==> src/core/prx_pkg.sv <==
// constants, register map and state codes of the proximity block
package prx_pkg;

  // ----------------------------------------------------------------
  // timing
  // ----------------------------------------------------------------
  localparam int unsigned CLK_NS          = 25;
  localparam int unsigned PULSE_PERIOD_NS = 16000;
  localparam int unsigned PULSE_CYC       = (PULSE_PERIOD_NS + CLK_NS - 1) / CLK_NS;
  localparam int unsigned EMIT_ON_NS      = 8000;
  localparam int unsigned EMIT_ON_CYC     = EMIT_ON_NS / CLK_NS;
  localparam int unsigned INTEG_NS        = 2730000;
  localparam int unsigned INTEG_CYC       = INTEG_NS / CLK_NS;
  localparam int unsigned WAIT_STEP_NS    = 2730000;
  localparam int unsigned WAIT_STEP_CYC   = WAIT_STEP_NS / CLK_NS;
  localparam logic [11:0] LONG_WAIT_MULT  = 12'h00C;
  localparam int unsigned TMR_W           = 18;

  // ----------------------------------------------------------------
  // register map (byte addresses)
  // ----------------------------------------------------------------
  localparam logic [7:0] A_CTRL   = 8'h00;
  localparam logic [7:0] A_PULSES = 8'h04;
  localparam logic [7:0] A_WTIME  = 8'h08;
  localparam logic [7:0] A_THR_LO = 8'h0C;
  localparam logic [7:0] A_THR_HI = 8'h10;
  localparam logic [7:0] A_PERS   = 8'h14;
  localparam logic [7:0] A_RESULT = 8'h18;
  localparam logic [7:0] A_STATUS = 8'h1C;
  localparam logic [7:0] A_MASK   = 8'h20;

  // ctrl fields and status fields
  localparam int unsigned CTRL_EN       = 0;
  localparam int unsigned CTRL_ALERT_EN = 1;
  localparam int unsigned CTRL_WAIT_EN  = 2;
  localparam int unsigned CTRL_LONG     = 3;
  localparam int unsigned ST_ALERT      = 0;
  localparam int unsigned ST_READY      = 1;

  // reset values, result full scale and bits per two-wire byte
  localparam logic [3:0] CTRL_RST   = 4'h0;
  localparam logic [7:0] PULSES_RST = 8'h08;
  localparam logic [7:0] WTIME_RST  = 8'h00;
  localparam logic [9:0] THR_LO_RST = 10'h000;
  localparam logic [9:0] THR_HI_RST = 10'h3FF;
  localparam logic [3:0] PERS_RST   = 4'h0;
  localparam logic [9:0] RES_MAX    = 10'h3FF;
  localparam logic [3:0] I2C_BITS   = 4'h8;

  // ----------------------------------------------------------------
  // state codes
  // ----------------------------------------------------------------
  typedef enum logic [4:0] {
    M_IDLE  = 5'b00001,
    M_PULSE = 5'b00010,
    M_INTEG = 5'b00100,
    M_CHECK = 5'b01000,
    M_WAIT  = 5'b10000
  } prx_meas_e;

  typedef enum logic [8:0] {
    I_IDLE  = 9'b000000001,
    I_ADDR  = 9'b000000010,
    I_ACK_A = 9'b000000100,
    I_PTR   = 9'b000001000,
    I_ACK_P = 9'b000010000,
    I_WDATA = 9'b000100000,
    I_ACK_W = 9'b001000000,
    I_RDATA = 9'b010000000,
    I_ACK_R = 9'b100000000
  } prx_i2c_e;

endpackage

==> src/core/prx_top.sv <==
// proximity sensor control: emitter burst, conversion, alert, apb and two-wire target
//
// Register access over APB and the register offsets were left to the implementer.

// Behaviour
// - open-drain alert level, held until firmware clears
// - flag result above upper or below lower
// - alert after programmed consecutive out-of-range count
// - thresholds and persistence are separate registers
// - burst of 1 to 255 emitter pulses
// - each pulse period is 16 us
// - emitter on about 8 us per period
// - wait timer from 2.7 ms to over 8 s
// - two-wire target access up to 400 kHz
// - result clamped at 1023 counts
// - one conversion step of 2.73 ms
module prx_top #(
  parameter int unsigned INTEG_CYCLES = prx_pkg::INTEG_CYC,     // conversion length
  parameter int unsigned WAIT_CYCLES  = prx_pkg::WAIT_STEP_CYC, // one wait step
  parameter logic [6:0]  TWI_ADDR     = 7'h2A                   // arbitrary target address
) (
  input  wire logic        mclk,                    // 40 MHz clock
  input  wire logic        rst,                     // sync reset, high
  input  wire logic [7:0]  paddr,                   // apb address
  input  wire logic        psel,                    // apb select
  input  wire logic        penable,                 // apb enable
  input  wire logic        pwrite,                  // apb direction
  input  wire logic [31:0] pwdata,                  // apb write data
  output logic      [31:0] prdata,                  // apb read data
  output logic             pready,                  // apb ready
  output logic             pslverr,                 // apb error, unmapped
  output logic             irq,                     // level interrupt
  input  wire logic        scl_pin,                 // two-wire clock pin
  input  wire logic        sda_i,                   // two-wire data in
  output logic             sda_o,                   // two-wire data out
  output logic             sda_oe_n,                // low while pulling sda
  output logic             alert_o,                 // alert pin level
  output logic             alert_oe_n,              // low while alert pulled
  output logic             emitter_drive_sink_o,    // emitter sink level
  output logic             emitter_drive_sink_oe_n, // low while emitter on
  input  wire logic [11:0] adc_acc,                 // reflected-light accumulator
  output logic             adc_clear                // accumulator clear pulse
);

  // ----------------------------------------------------------------
  // declarations
  // ----------------------------------------------------------------
  logic [3:0]                ctrl;
  logic [7:0]                pulses;
  logic [7:0]                wtime;
  logic [9:0]                thr_lo;
  logic [9:0]                thr_hi;
  logic [3:0]                pers;
  logic [9:0]                result;
  logic [1:0]                status;
  logic [1:0]                mask;
  prx_pkg::prx_meas_e        mst;
  logic [prx_pkg::TMR_W-1:0] tmr;
  logic [7:0]                pulse_left;
  logic [11:0]               wait_left;
  logic [11:0]               wait_steps;
  logic                      emit_on;
  logic [3:0]                pers_cnt;
  logic [3:0]                pers_need;
  logic [9:0]                conv_val;
  logic                      oor;
  logic                      set_alert;
  logic [1:0]                st_set;
  logic [1:0]                st_clr;
  logic                      apb_setup;
  logic                      apb_wr;
  logic                      err_q;
  logic                      wr_en;
  logic [7:0]                wr_addr;
  logic [31:0]               wr_data;
  logic [3:0]                wr_be;
  logic                      scl_s;
  logic                      sda_s;
  logic                      scl_d;
  logic                      sda_d;
  logic                      tw_start;
  logic                      tw_stop;
  logic                      tw_rise;
  logic                      tw_fall;
  prx_pkg::prx_i2c_e         ist;
  logic [3:0]                bitcnt;
  logic [7:0]                shreg;
  logic [7:0]                txsh;
  logic [7:0]                ptr;
  logic                      rw;
  logic                      sda_low;
  logic                      tw_wr;
  logic [31:0]               tw_word;
  logic [7:0]                rd_byte;
  logic [32:0]               apb_rv;
  logic [32:0]               tw_rv;
  logic [32:0]               wr_rv;
  logic [31:0]               wr_mrg;

  // ----------------------------------------------------------------
  // register read and merge helpers
  // ----------------------------------------------------------------
  function automatic logic [32:0] regval(input logic [7:0] a);
    logic [32:0] r;
    r = {1'b1, 32'h0000_0000};
    case (a)
      prx_pkg::A_CTRL:   r[31:0] = 32'(ctrl);
      prx_pkg::A_PULSES: r[31:0] = 32'(pulses);
      prx_pkg::A_WTIME:  r[31:0] = 32'(wtime);
      prx_pkg::A_THR_LO: r[31:0] = 32'(thr_lo);
      prx_pkg::A_THR_HI: r[31:0] = 32'(thr_hi);
      prx_pkg::A_PERS:   r[31:0] = 32'(pers);
      prx_pkg::A_RESULT: r[31:0] = 32'(result);
      prx_pkg::A_STATUS: r[31:0] = 32'(status);
      prx_pkg::A_MASK:   r[31:0] = 32'(mask);
      default:           r[32] = 1'b0;
    endcase
    return r;
  endfunction

  function automatic logic [31:0] merge(input logic [31:0] old, input logic [31:0] nw,
                                        input logic [3:0] be);
    logic [31:0] m;
    m = old;
    for (int k = 0; k < 4; k++)
    begin
      if (be[k])
        m[8*k +: 8] = nw[8*k +: 8];
    end
    return m;
  endfunction

  // ----------------------------------------------------------------
  // apb slave, one setup plus one access cycle
  // ----------------------------------------------------------------
  assign apb_setup = psel & ~penable;
  assign apb_wr    = psel & penable & pwrite;
  assign pready    = psel & penable;
  assign pslverr   = psel & penable & err_q;

  // register views for both buses and the write merge, addresses word-aligned at each call
  always_comb
  begin
    apb_rv = regval({paddr[7:2], 2'b00});
    tw_rv  = regval({ptr[7:2], 2'b00});
    wr_rv  = regval(wr_addr);
    wr_mrg = merge(wr_rv[31:0], wr_data, wr_be);
  end

  always_ff @(posedge mclk)
  begin
    if (rst)
    begin
      prdata <= 32'h0000_0000;
      err_q  <= 1'b0;
    end
    else if (apb_setup)
    begin
      prdata <= apb_rv[31:0];
      err_q  <= ~apb_rv[32];
    end
  end

  // apb wins over a two-wire byte in the same cycle
  assign wr_en   = apb_wr | tw_wr;
  assign wr_addr = apb_wr ? {paddr[7:2], 2'b00} : {ptr[7:2], 2'b00};
  assign wr_data = apb_wr ? pwdata : {4{shreg}};
  assign wr_be   = apb_wr ? 4'hF : (4'h1 << ptr[1:0]);

  // ----------------------------------------------------------------
  // configuration registers
  // ----------------------------------------------------------------
  // separate threshold registers
  always_ff @(posedge mclk)
  begin
    if (rst)
    begin
      ctrl   <= prx_pkg::CTRL_RST;
      pulses <= prx_pkg::PULSES_RST;
      wtime  <= prx_pkg::WTIME_RST;
      thr_lo <= prx_pkg::THR_LO_RST;
      thr_hi <= prx_pkg::THR_HI_RST;
      pers   <= prx_pkg::PERS_RST;
      mask   <= 2'h0;
    end
    else if (wr_en)
    begin
      case (wr_addr)
        prx_pkg::A_CTRL:   ctrl   <= wr_mrg[3:0];
        prx_pkg::A_PULSES: pulses <= wr_mrg[7:0];
        prx_pkg::A_WTIME:  wtime  <= wr_mrg[7:0];
        prx_pkg::A_THR_LO: thr_lo <= wr_mrg[9:0];
        prx_pkg::A_THR_HI: thr_hi <= wr_mrg[9:0];
        prx_pkg::A_PERS:   pers   <= wr_mrg[3:0];
        prx_pkg::A_MASK:   mask   <= wr_mrg[1:0];
        default:           ;
      endcase
    end
  end

  // ----------------------------------------------------------------
  // status, interrupt and alert pin
  // ----------------------------------------------------------------
  assign st_clr = (wr_en && wr_addr == prx_pkg::A_STATUS && wr_be[0]) ? wr_data[1:0] : 2'h0;
  assign st_set = {mst == prx_pkg::M_CHECK, set_alert};

  always_ff @(posedge mclk)
  begin
    if (rst)
      status <= 2'h0;
    else
      status <= (status & ~st_clr) | st_set;
  end

  always_ff @(posedge mclk)
  begin
    if (rst)
    begin
      irq        <= 1'b0;
      alert_oe_n <= 1'b1;
    end
    else
    begin
      irq        <= |(((status & ~st_clr) | st_set) & mask);
      alert_oe_n <= ~((status[prx_pkg::ST_ALERT] & ~st_clr[prx_pkg::ST_ALERT]) | set_alert);
    end
  end

  assign alert_o              = 1'b0;
  assign emitter_drive_sink_o = 1'b0;
  assign sda_o                = 1'b0;

  // ----------------------------------------------------------------
  // measurement sequencer
  // ----------------------------------------------------------------
  // wait length in steps
  assign wait_steps = ctrl[prx_pkg::CTRL_LONG] ? 12'((12'(wtime) + 12'h001) * prx_pkg::LONG_WAIT_MULT)
                                               : 12'(wtime) + 12'h001;

  always_ff @(posedge mclk)
  begin
    if (rst)
    begin
      mst        <= prx_pkg::M_IDLE;
      tmr        <= '0;
      pulse_left <= 8'h00;
      wait_left  <= 12'h000;
      adc_clear  <= 1'b0;
    end
    else
    begin
      adc_clear <= 1'b0;
      case (mst)
        prx_pkg::M_IDLE:
          if (ctrl[prx_pkg::CTRL_EN])
          begin
            mst        <= prx_pkg::M_PULSE;
            tmr        <= '0;
            pulse_left <= (pulses == 8'h00) ? 8'h01 : pulses;
            adc_clear  <= 1'b1;
          end
        prx_pkg::M_PULSE:
          if (tmr == prx_pkg::TMR_W'(prx_pkg::PULSE_CYC - 1))
          begin
            tmr <= '0;
            if (pulse_left == 8'h01)
              mst <= prx_pkg::M_INTEG;
            else
              pulse_left <= pulse_left - 8'h01;
          end
          else
            tmr <= tmr + 1'b1;
        prx_pkg::M_INTEG:
          if (tmr == prx_pkg::TMR_W'(INTEG_CYCLES - 1))
          begin
            tmr <= '0;
            mst <= prx_pkg::M_CHECK;
          end
          else
            tmr <= tmr + 1'b1;
        prx_pkg::M_CHECK:
          if (ctrl[prx_pkg::CTRL_WAIT_EN])
          begin
            mst       <= prx_pkg::M_WAIT;
            wait_left <= wait_steps;
          end
          else
            mst <= prx_pkg::M_IDLE;
        prx_pkg::M_WAIT:
          if (!ctrl[prx_pkg::CTRL_EN])
          begin
            tmr <= '0;
            mst <= prx_pkg::M_IDLE;
          end
          else if (tmr == prx_pkg::TMR_W'(WAIT_CYCLES - 1))
          begin
            tmr <= '0;
            if (wait_left == 12'h001)
              mst <= prx_pkg::M_IDLE;
            else
              wait_left <= wait_left - 12'h001;
          end
          else
            tmr <= tmr + 1'b1;
        default:
          mst <= prx_pkg::M_IDLE;
      endcase
    end
  end

  always_ff @(posedge mclk)
  begin
    if (rst)
      emit_on <= 1'b0;
    else
      emit_on <= (mst == prx_pkg::M_PULSE) && (tmr < prx_pkg::TMR_W'(prx_pkg::EMIT_ON_CYC));
  end

  assign emitter_drive_sink_oe_n = ~emit_on;

  // ----------------------------------------------------------------
  // result, threshold compare, persistence
  // ----------------------------------------------------------------
  // clamp to full scale
  assign conv_val  = (adc_acc > 12'(prx_pkg::RES_MAX)) ? prx_pkg::RES_MAX : adc_acc[9:0];
  assign oor       = (conv_val > thr_hi) || (conv_val < thr_lo);
  assign pers_need = (pers == 4'h0) ? 4'h1 : pers;
  assign set_alert = (mst == prx_pkg::M_CHECK) && ctrl[prx_pkg::CTRL_ALERT_EN] && oor &&
                     ((5'(pers_cnt) + 5'h01) >= 5'(pers_need));

  always_ff @(posedge mclk)
  begin
    if (rst)
    begin
      result   <= 10'h000;
      pers_cnt <= 4'h0;
    end
    else if (mst == prx_pkg::M_CHECK)
    begin
      result <= conv_val;
      if (ctrl[prx_pkg::CTRL_ALERT_EN] && oor)
        pers_cnt <= (pers_cnt == 4'hF) ? pers_cnt : pers_cnt + 4'h1;
      else
        pers_cnt <= 4'h0;
    end
  end

  // ----------------------------------------------------------------
  // two-wire target
  // ----------------------------------------------------------------
  prx_sync #(
    .W (2)
  ) u_sync (
    .mclk (mclk),
    .rst  (rst),
    .d    ({scl_pin, sda_i}),
    .q    ({scl_s, sda_s})
  );

  always_ff @(posedge mclk)
  begin
    if (rst)
    begin
      scl_d <= 1'b1;
      sda_d <= 1'b1;
    end
    else
    begin
      scl_d <= scl_s;
      sda_d <= sda_s;
    end
  end

  assign tw_start = scl_s & scl_d & sda_d & ~sda_s;
  assign tw_stop  = scl_s & scl_d & ~sda_d & sda_s;
  assign tw_rise  = scl_s & ~scl_d;
  assign tw_fall  = ~scl_s & scl_d;
  assign tw_wr    = tw_fall && (ist == prx_pkg::I_WDATA) && (bitcnt == prx_pkg::I2C_BITS);
  assign tw_word  = tw_rv[31:0];
  assign rd_byte  = tw_word[8*ptr[1:0] +: 8];
  assign sda_oe_n = ~sda_low;

  always_ff @(posedge mclk)
  begin
    if (rst)
    begin
      ist     <= prx_pkg::I_IDLE;
      bitcnt  <= 4'h0;
      shreg   <= 8'h00;
      txsh    <= 8'h00;
      ptr     <= 8'h00;
      rw      <= 1'b0;
      sda_low <= 1'b0;
    end
    else if (tw_start)
    begin
      ist     <= prx_pkg::I_ADDR;
      bitcnt  <= 4'h0;
      sda_low <= 1'b0;
    end
    else if (tw_stop)
    begin
      ist     <= prx_pkg::I_IDLE;
      sda_low <= 1'b0;
    end
    else if (tw_rise)
    begin
      case (ist)
        prx_pkg::I_ADDR, prx_pkg::I_PTR, prx_pkg::I_WDATA:
        begin
          shreg  <= {shreg[6:0], sda_s};
          bitcnt <= bitcnt + 4'h1;
        end
        prx_pkg::I_RDATA: bitcnt <= bitcnt + 4'h1;
        prx_pkg::I_ACK_R: if (sda_s) ist <= prx_pkg::I_IDLE;
        default:          ;
      endcase
    end
    else if (tw_fall)
    begin
      case (ist)
        prx_pkg::I_ADDR:
          if (bitcnt == prx_pkg::I2C_BITS)
          begin
            if (shreg[7:1] == TWI_ADDR)
            begin
              sda_low <= 1'b1;
              rw      <= shreg[0];
              ist     <= prx_pkg::I_ACK_A;
            end
            else
              ist <= prx_pkg::I_IDLE;
          end
        prx_pkg::I_ACK_A, prx_pkg::I_ACK_R:
        begin
          bitcnt <= 4'h0;
          if (rw)
          begin
            sda_low <= ~rd_byte[7];
            txsh    <= {rd_byte[6:0], 1'b0};
            ist     <= prx_pkg::I_RDATA;
          end
          else
          begin
            sda_low <= 1'b0;
            ist     <= prx_pkg::I_PTR;
          end
        end
        prx_pkg::I_PTR:
          if (bitcnt == prx_pkg::I2C_BITS)
          begin
            ptr     <= shreg;
            sda_low <= 1'b1;
            ist     <= prx_pkg::I_ACK_P;
          end
        prx_pkg::I_ACK_P, prx_pkg::I_ACK_W:
        begin
          sda_low <= 1'b0;
          bitcnt  <= 4'h0;
          ist     <= prx_pkg::I_WDATA;
        end
        prx_pkg::I_WDATA:
          if (bitcnt == prx_pkg::I2C_BITS)
          begin
            ptr     <= ptr + 8'h01;
            sda_low <= 1'b1;
            ist     <= prx_pkg::I_ACK_W;
          end
        prx_pkg::I_RDATA:
          if (bitcnt == prx_pkg::I2C_BITS)
          begin
            ptr     <= ptr + 8'h01;
            sda_low <= 1'b0;
            ist     <= prx_pkg::I_ACK_R;
          end
          else
          begin
            sda_low <= ~txsh[7];
            txsh    <= {txsh[6:0], 1'b0};
          end
        default: ;
      endcase
    end
  end

  logic [prx_pkg::TMR_W-1:0] on_len;

  always_ff @(posedge mclk)
  begin
    if (rst)
      on_len <= '0;
    else
      on_len <= emit_on ? on_len + 1'b1 : '0;
  end
endmodule

==> src/core/prx_sync.sv <==
// two-flop synchroniser for pin inputs
module prx_sync #(
  parameter int unsigned W = 2
) (
  input  wire logic         mclk, // system clock
  input  wire logic         rst,  // sync reset, high
  input  wire logic [W-1:0] d,    // asynchronous inputs
  output logic      [W-1:0] q     // synchronised outputs
);

  logic [W-1:0] meta;

  always_ff @(posedge mclk)
  begin
    if (rst)
    begin
      meta <= '1;
      q    <= '1;
    end
    else
    begin
      meta <= d;
      q    <= meta;
    end
  end

endmodule

==> config.mk <==
export PLATFORM = sky130hd
export DESIGN_NAME = prx_top
export DESIGN_NICKNAME = d
export VERILOG_FILES = /design/src/core/prx_pkg.sv /design/src/core/prx_top.sv /design/src/core/prx_sync.sv
export SDC_FILE = /design/constraint.sdc
export NUM_CORES = 1
export LEC_CHECK = 0
export ABC_AREA = 0
export BUFFER_PORTS_ARGS = -buffer_cell sky130_fd_sc_hd__buf_2
export CAP_MARGIN = 20
export CORE_MARGIN = 3
export CORE_UTILIZATION = 40
export CTS_CLUSTER_DIAMETER = 60
export DETAILED_ROUTE_END_ITERATION = 8
export HOLD_SLACK_MARGIN = 0.15
export PLACE_DENSITY_LB_ADDON = 0.2
export SKIP_LAST_GASP = 1
export SYNTH_ARGS = -nofsm -noshare
export SYNTH_HDL_FRONTEND = slang
export SYNTH_SLANG_ARGS = --single-unit
==> constraint.sdc <==
create_clock -name mclk -period 3.95 [get_ports mclk]
set_clock_uncertainty 0.2 [all_clocks]
set_input_delay 0.1975 -clock mclk [delete_from_list [all_inputs] [get_ports mclk]]
set_output_delay 0.1975 -clock mclk [all_outputs]
set_load 0.02 [all_outputs]
==> summary.txt, run 1 <==
status - complete, no violations
Buffers & Inverters on Critical Path - 3
hold endpoint - thr_hi[6]
Setup TNS - 0 ns
fin area - 0.01230 mm²
Yosys top cell by area - dfxtp_1
final antenna-violating net count - 0
fin nets - 1551
Sink Count - 164
Final Cycle Share - 88.42%
CP max-delay cell - and3_1
Initial Util - 41.41%
Final min period - 3.493 ns
Worst EP arrival - 3.58 ns
Die H - 171.6 µm
critical path capture point type - register
largest stage delay on the critical path - 0.71 ns
Compound-Gate Fraction of Synth Area - 21.89%
YS warnings - 0
Port-buffer cells - 51
DIE WIDTH - 171.6 µm
fin. max-slew vios - 0
H-tree levels - 4
Post-Synth Adder-Cell Area - 5.428%
Post-Syn Instances - 1403
Critical R2R Capture - thr_lo[9]
main combinational cell family by area after synthesis - simple AND/OR/NAND/NOR gates
number of global-route vias before repair - 9799
min-delay src - pwdata[6]
Clock Tree Buf Depth - 2
Vias/cell - 5.893
core area - 0.02650 mm²
Cell Area, Synth - 0.01097 mm²
Async SR Flop Fraction - 0%
clk root buf - clkbuf_16
PwrDens - 293.5 mW/mm²
initial antenna violation count - 0
CP delay by family, top - simple AND/OR/NAND/NOR gates
LEAKAGE - 4.482 nW
Max IR drop VDD - 0.2466 mV
crit-path max FO - 12
number of synthesized register bits - 164
crit-path cells - dlygate4sd3_1, buf_2, and3_1, buf_4, mux2_2, nand3_1, o32ai_1, a31oi_1, nor3b_1, a211oi_1
GRT overflow - 0
Worst setup SP type - input pin
RSZ-0062 raised after global routing - no
Tot GR Track Use - 23.36%
mux contribution to synthesized area - 6.978%
Synth Area in XOR/XNOR - 2.714%
endpoints failing setup - 0
Slew @ Worst Pin - 0.9409 ns
simple-gate area share of the yosys netlist - 26.39%
Placement Setup Slack - 0.6146 ns
number of placement rows - 59
# IOs - 101
reg-to-reg startpoint - ptr[2]
Worst Slack Setup Final - 0.4574 ns
drt pass-1 iters - 9
Worst Path Required - 4.04 ns
Cell Area, Placed - 0.01138 mm²
gpl congestion - 0.9517
pin count of the biggest net entering global routing - 86
register area share after synthesis - 29.92%
mean post-synth cell area - 7.821 µm²
Hold Path Stages - 4
Antenna diodes - 0
synth unique cells - 92
DRC viols - 0
Die Area - 0.02946 mm²
vias after detailed routing - 10570
fmax - 0.2863 GHz
CTS tree - yes
CTS buffer count - 17
FF-to-FF path depth - 6
area share of the leading cell type in the synthesized netlist - 29.92%
max-cap check violation count - 0
Max-Slew Margin vs Limit - 37.28%
EDFF count, synth - 0
Post-CTS Setup Bufs - 0
Reg clk slew, reported paths - 0.07 ns
Hold Crit Class - in2reg
wirelength, routed - 34.03 mm
CP Class - in2reg
critical path depth - 10
fraction of layout cells with a size suffix above 1 - 11.52%
Reg2Reg Setup Slack - 0.80 ns
DP HPWL - 24.99 mm
ranking of synthesized cells by area - dfxtp_1 (30%), ha_1 (5.2%), nor2_1 (5.2%)
ys flop type - dfxtp_1
Area growth, synth to finish - 12.07%
Iteration-0 DRC Markers - 995
first-pass GRT wire length - 54.63 mm
Hold Vio Cnt, Final - 0
later-pin clock latency in the skew report - 0.44 ns
Avg WL per Cell - 18.98 µm
[report_power, final]
group | switching (mW) | internal [mW] | total [mW] | leakage (nW)
Combinational | 0.161 | 0.0864 | 0.248 | 2.88
Clock | 0.752 | 0.943 | 1.70 | 0.276
Sequential | 0.00809 | 1.66 | 1.67 | 1.32
[through the flow]
stage	instances	power (mW)	utilization, %	hold WS, ns
floorplan	1427	1.874	-	0.1013
global placement	1727	1.925	42.93	0.1961
detailed placement	1727	1.927	42.93	0.1918
CTS	1792	3.644	46.39	0.1583
global route	1793	3.729	46.40	0.1944
finish	1793	3.610	46.40	0.1813
[state kept, by name, summed over array words and instances, names as in the netlist, 2 cells and up]
name and flops:
bitcnt 4, ctrl 4, ist 9, mask 2
mst 5, pers 4, pers_cnt 4, prdata 10
ptr 8, pulse_left 8, pulses 8, result 10
shreg 8, status 2, thr_hi 10, thr_lo 10
tmr 18, txsh 7, u_sync.meta 2, u_sync.q 2
wait_left 12, wtime 8
[routing by layer]
layer | vias to the layer above | part of all wire, % | GRT usage, %
met5 | - | 0 | 0
met4 | 0 | 2.3 | 7.418
met3 | 47 | 6.8 | 3.930
met2 | 362 | 44 | 35.79
met1 | 5005 | 47 | 33.47
li1 | 5153 | - | -
[kinds of logic (layout without fill, tap and decap cells)]
logic type                 Yosys count  count (layout)
AOI/OAI and AO/OA                  368             368
other                                1              25
adders and majority gates           47              47
buffers and inverters              161             192
DFF                                164             164
and+or+nand+nor                    563             563
xor gates and xnor gates            34              34
muxes                               65              65
[repair_timing]
action | in CTS | in global routing
resized for setup | 0 | 0
hold buffers | 33 | 0
hold endpoints to repair | 52 | 0
[synthesized netlist by cell type, types with 8 or more instances]
cell type and n:
a21o_1 9, buf_2 13, o31ai_1 8, nor2b_1 17, nand3b_1 17, or2_2 11
mux2i_1 41, nor2_1 153, o21ai_0 71, ha_1 46, a22oi_1 35, inv_1 52
mux2_2 15, xnor2_1 12, xor2_1 22, nor3_1 56, or3_1 18, and2_1 8
dfxtp_1 164, nand4_1 16, nand3_1 54, a21oi_1 114, o211ai_1 16, nand2_1 120
nand2b_1 15, clkbuf_1 63, nor3b_1 9, buf_4 27, and3_1 21, a222oi_1 8
a211oi_1 22, a31oi_1 16
[worst register-to-register path, cell delays in order (launching register included)]
cell and delay [ns]:
dfxtp_1 0.89, buf_4 0.31, mux2i_4 0.12, nor2_1 0.30
nand3_1 0.58, or3_1 0.57, a21oi_1 0.12
[final cells by class]
class	count	area [µm²]
clock buffers	19	432.9
clock inverters	13	151.4
fillers	2607	14200
inverters	52	195.2
multi-input cells	1102	7051
flip-flops and latches	164	3283
well taps	335	419.2
repair buffers	108	765.7
[how the worst max path moves through the flow]
stage              endpoint      from
6_report           wtime[3]   penable
3_5_place_dp      pulses[2]      psel
2_1_floorplan  wait_left[8]  wtime[0]
5_1_grt           thr_hi[9]   penable
3_3_place_gp       wtime[3]      psel
4_1_cts           thr_hi[9]   penable
[placed cells by master (no fill, tap or decap), drive strengths merged, types with 17 or more instances in the layout]
cell type	count
nand3	55
xor2	22
a22oi	35
dlygate4sd3	33
ha	46
nand2	120
or3	20
conb	25
o21ai	74
dfxtp	164
and3	21
a211oi	23
a21oi	117
nor2b	17
mux2i	46
nand3b	17
nor2	154
nor3	60
inv	56
buf	74
clkbuf	20
Power figures use the tool's default switching activity.
==> inputs of run 2 (changes only) <==
CORE_ASPECT_RATIO = 1.4   (was not set)
clock period = 3 ns   (was 3.95 ns; I/O delays follow)
==> run 2 against run 1 <==
Routed wire length rose by 11%. Die area is essentially flat. Sequential share of layout area down 1.2 points. Sequential power grew 31%. Clock-buffer cell count stayed put. Non-clock buffer count is 53 higher. Via count is 2.5% higher. First-iteration DRC count is 6.6% lower. Register-to-register slack got worse by 0.66 ns. Core utilization increased by 1.4 points.
==> summary.txt, run 2 (synthesis results as in run 1) <==
status - complete, no violations
Slew @ Worst Pin - 0.8556 ns
DIE WIDTH - 146.0 µm
Post-Layout Cell Count - 1876
DRC viols - 0
crit-path cells - buf_4, nor2b_1, and3b_1, a32oi_1, a31oi_1, a311o_1, nor2_1, a211oi_1
CP max-delay cell - dfxtp_1
core area - 0.02692 mm²
Area growth, synth to finish - 17.23%
Critical R2R Capture - thr_lo[1]
later-pin clock latency in the skew report - 0.44 ns
post-layout util - 47.79%
Worst Path Required - 3.15 ns
Largest register FFs - 18
fraction of layout cells with a size suffix above 1 - 15.16%
critical path depth - 8
Die H - 202.0 µm
Setup TNS - 0 ns
Vias/cell - 5.775
Inst Count DP - 1815
crit-path max FO - 13
Initial Util - 40.77%
Buffers & Inverters on Critical Path - 1
number of global-route vias before repair - 10550
fin nets - 1604
PwrDens - 393.6 mW/mm²
vias after detailed routing - 10830
Final min period - 2.864 ns
Hold Vio Cnt, Final - 0
Worst EP arrival - 3.01 ns
largest stage delay on the critical path - 0.76 ns
Worst Setup EP - thr_lo[1]
fmax - 0.3492 GHz
gpl congestion - 1.042
Biggest register - tmr
reg-to-reg startpoint - ptr[3]
Reg clk slew, reported paths - 0.06 ns
critical path capture point type - register
drt pass-1 iters - 6
H-tree levels - 4
Hold Crit Class - in2reg
DP HPWL - 28.77 mm
fin area - 0.01286 mm²
hold_ws - 0.1759 ns
Placement Setup Slack - 0.1454 ns
most frequent cells in the layout - dfxtp_1 (164), nor2_1 (153), nand2_1 (120), a21oi_1 (114), buf_4 (79)
Top Registers - tmr x18, wait_left x12
FF-to-FF path depth - 8
Power, Total - 5.063 mW
Max-Slew Margin vs Limit - 42.96%
CP Class - reg2reg
Final Cycle Share - 95.45%
Worst Slack Setup Final - 0.1364 ns
# IOs - 101
CTS buffer count - 17
Sink Count - 164
first-pass GRT wire length - 58.73 mm
initial antenna violation count - 0
Avg WL per Cell - 20.13 µm
Die Area - 0.02948 mm²
fin. max-slew vios - 0
Tot GR Track Use - 25.15%
clk root buf - clkbuf_16
Clock Tree Buf Depth - 2
CTS tree - yes
pin count of the biggest net entering global routing - 121
Cell Area, Placed - 0.01189 mm²
Iteration-0 DRC Markers - 929
Max IR drop VDD - 0.3524 mV
Layout fillers - 2728
Worst setup SP type - register
endpoints failing setup - 0
number of placement rows - 71
GRT overflow - 0
CP delay by family, top - compound AO/OA/AOI/OAI gates
LEAKAGE - 4.823 nW
RSZ-0062 raised after global routing - yes
Reg2Reg Setup Slack - 0.14 ns
Port-buffer cells - 51
wirelength, routed - 37.77 mm
max-cap check violation count - 0
final antenna-violating net count - 0
most common cell after layout, fill and taps aside - dfxtp_1
Antenna diodes - 0
CP Launch Point - ptr[3]
-- run 2: cell count changes in the layout (fill, tap and decap cells not counted), sizes merged --
cell / previous run / this run
clkbuf: 20 / 19
bufinv: 2 / 5
buf: 74 / 132
dlygate4sd3: 33 / 29
clkinvlp: 3 / 0
-- run 2: where the power goes --
group	switching, mW	internal, mW	leakage (nW)	total [mW]
combinational	0.225	0.126	3.17	0.351
clock	0.979	1.54	0.330	2.52
sequential	0.0101	2.18	1.32	2.19
total	1.21	3.85	4.82	5.06
-- run 2: area by class of cell --
cell class | count | area, µm² | area share [%]
inverter | 52 | 195.2 | 1.517
sequential | 164 | 3283 | 25.52
multi-input combinational | 1102 | 7063 | 54.91
clock buffer | 19 | 452.9 | 3.521
tap | 365 | 456.7 | 3.550
clock inverter | 13 | 219.0 | 1.702
timing repair buffer | 161 | 1194 | 9.279
-- run 2: metal layers --
layer,vias up,wire (µm),part of all wire [%],track usage (%)
met2,389,18200,48,43.25
met1,5087,14890,39,28.69
met4,0,2914,7.7,17.99
met3,107,1766,4.7,3.229
li1,5251,-,-,-
met5,-,0,0,0
-- run 2: worst reg2reg max path: cells and delay by family, from the launching register on --
family                 cells  cell delay (ns)
AOI/OAI and AO/OA          4             1.05
and+or+nand+nor            3             0.45
buffers and inverters      1             0.32
DFF                        1             0.76
-- run 2: how the worst min path moves through the flow --
stage / depth (start not counted) / to / from
floorplan: 1 / u_sync.meta[0] / sda_i
global placement: 2 / u_sync.meta[0] / sda_i
detailed placement: 2 / u_sync.meta[0] / sda_i
CTS: 4 / thr_hi[4] / pwdata[4]
global route: 4 / thr_hi[4] / pwdata[4]
finish: 5 / result[1] / adc_acc[11]
-- run 2: what timing repair did --
action | 4_1_cts | 5_1_grt
endpoints found under the setup margin | 0 | 3
setup buffers | 0 | 0
hold buffers | 29 | 0
endpoints found under the hold margin | 102 | 0
gates resized for setup | 0 | 2
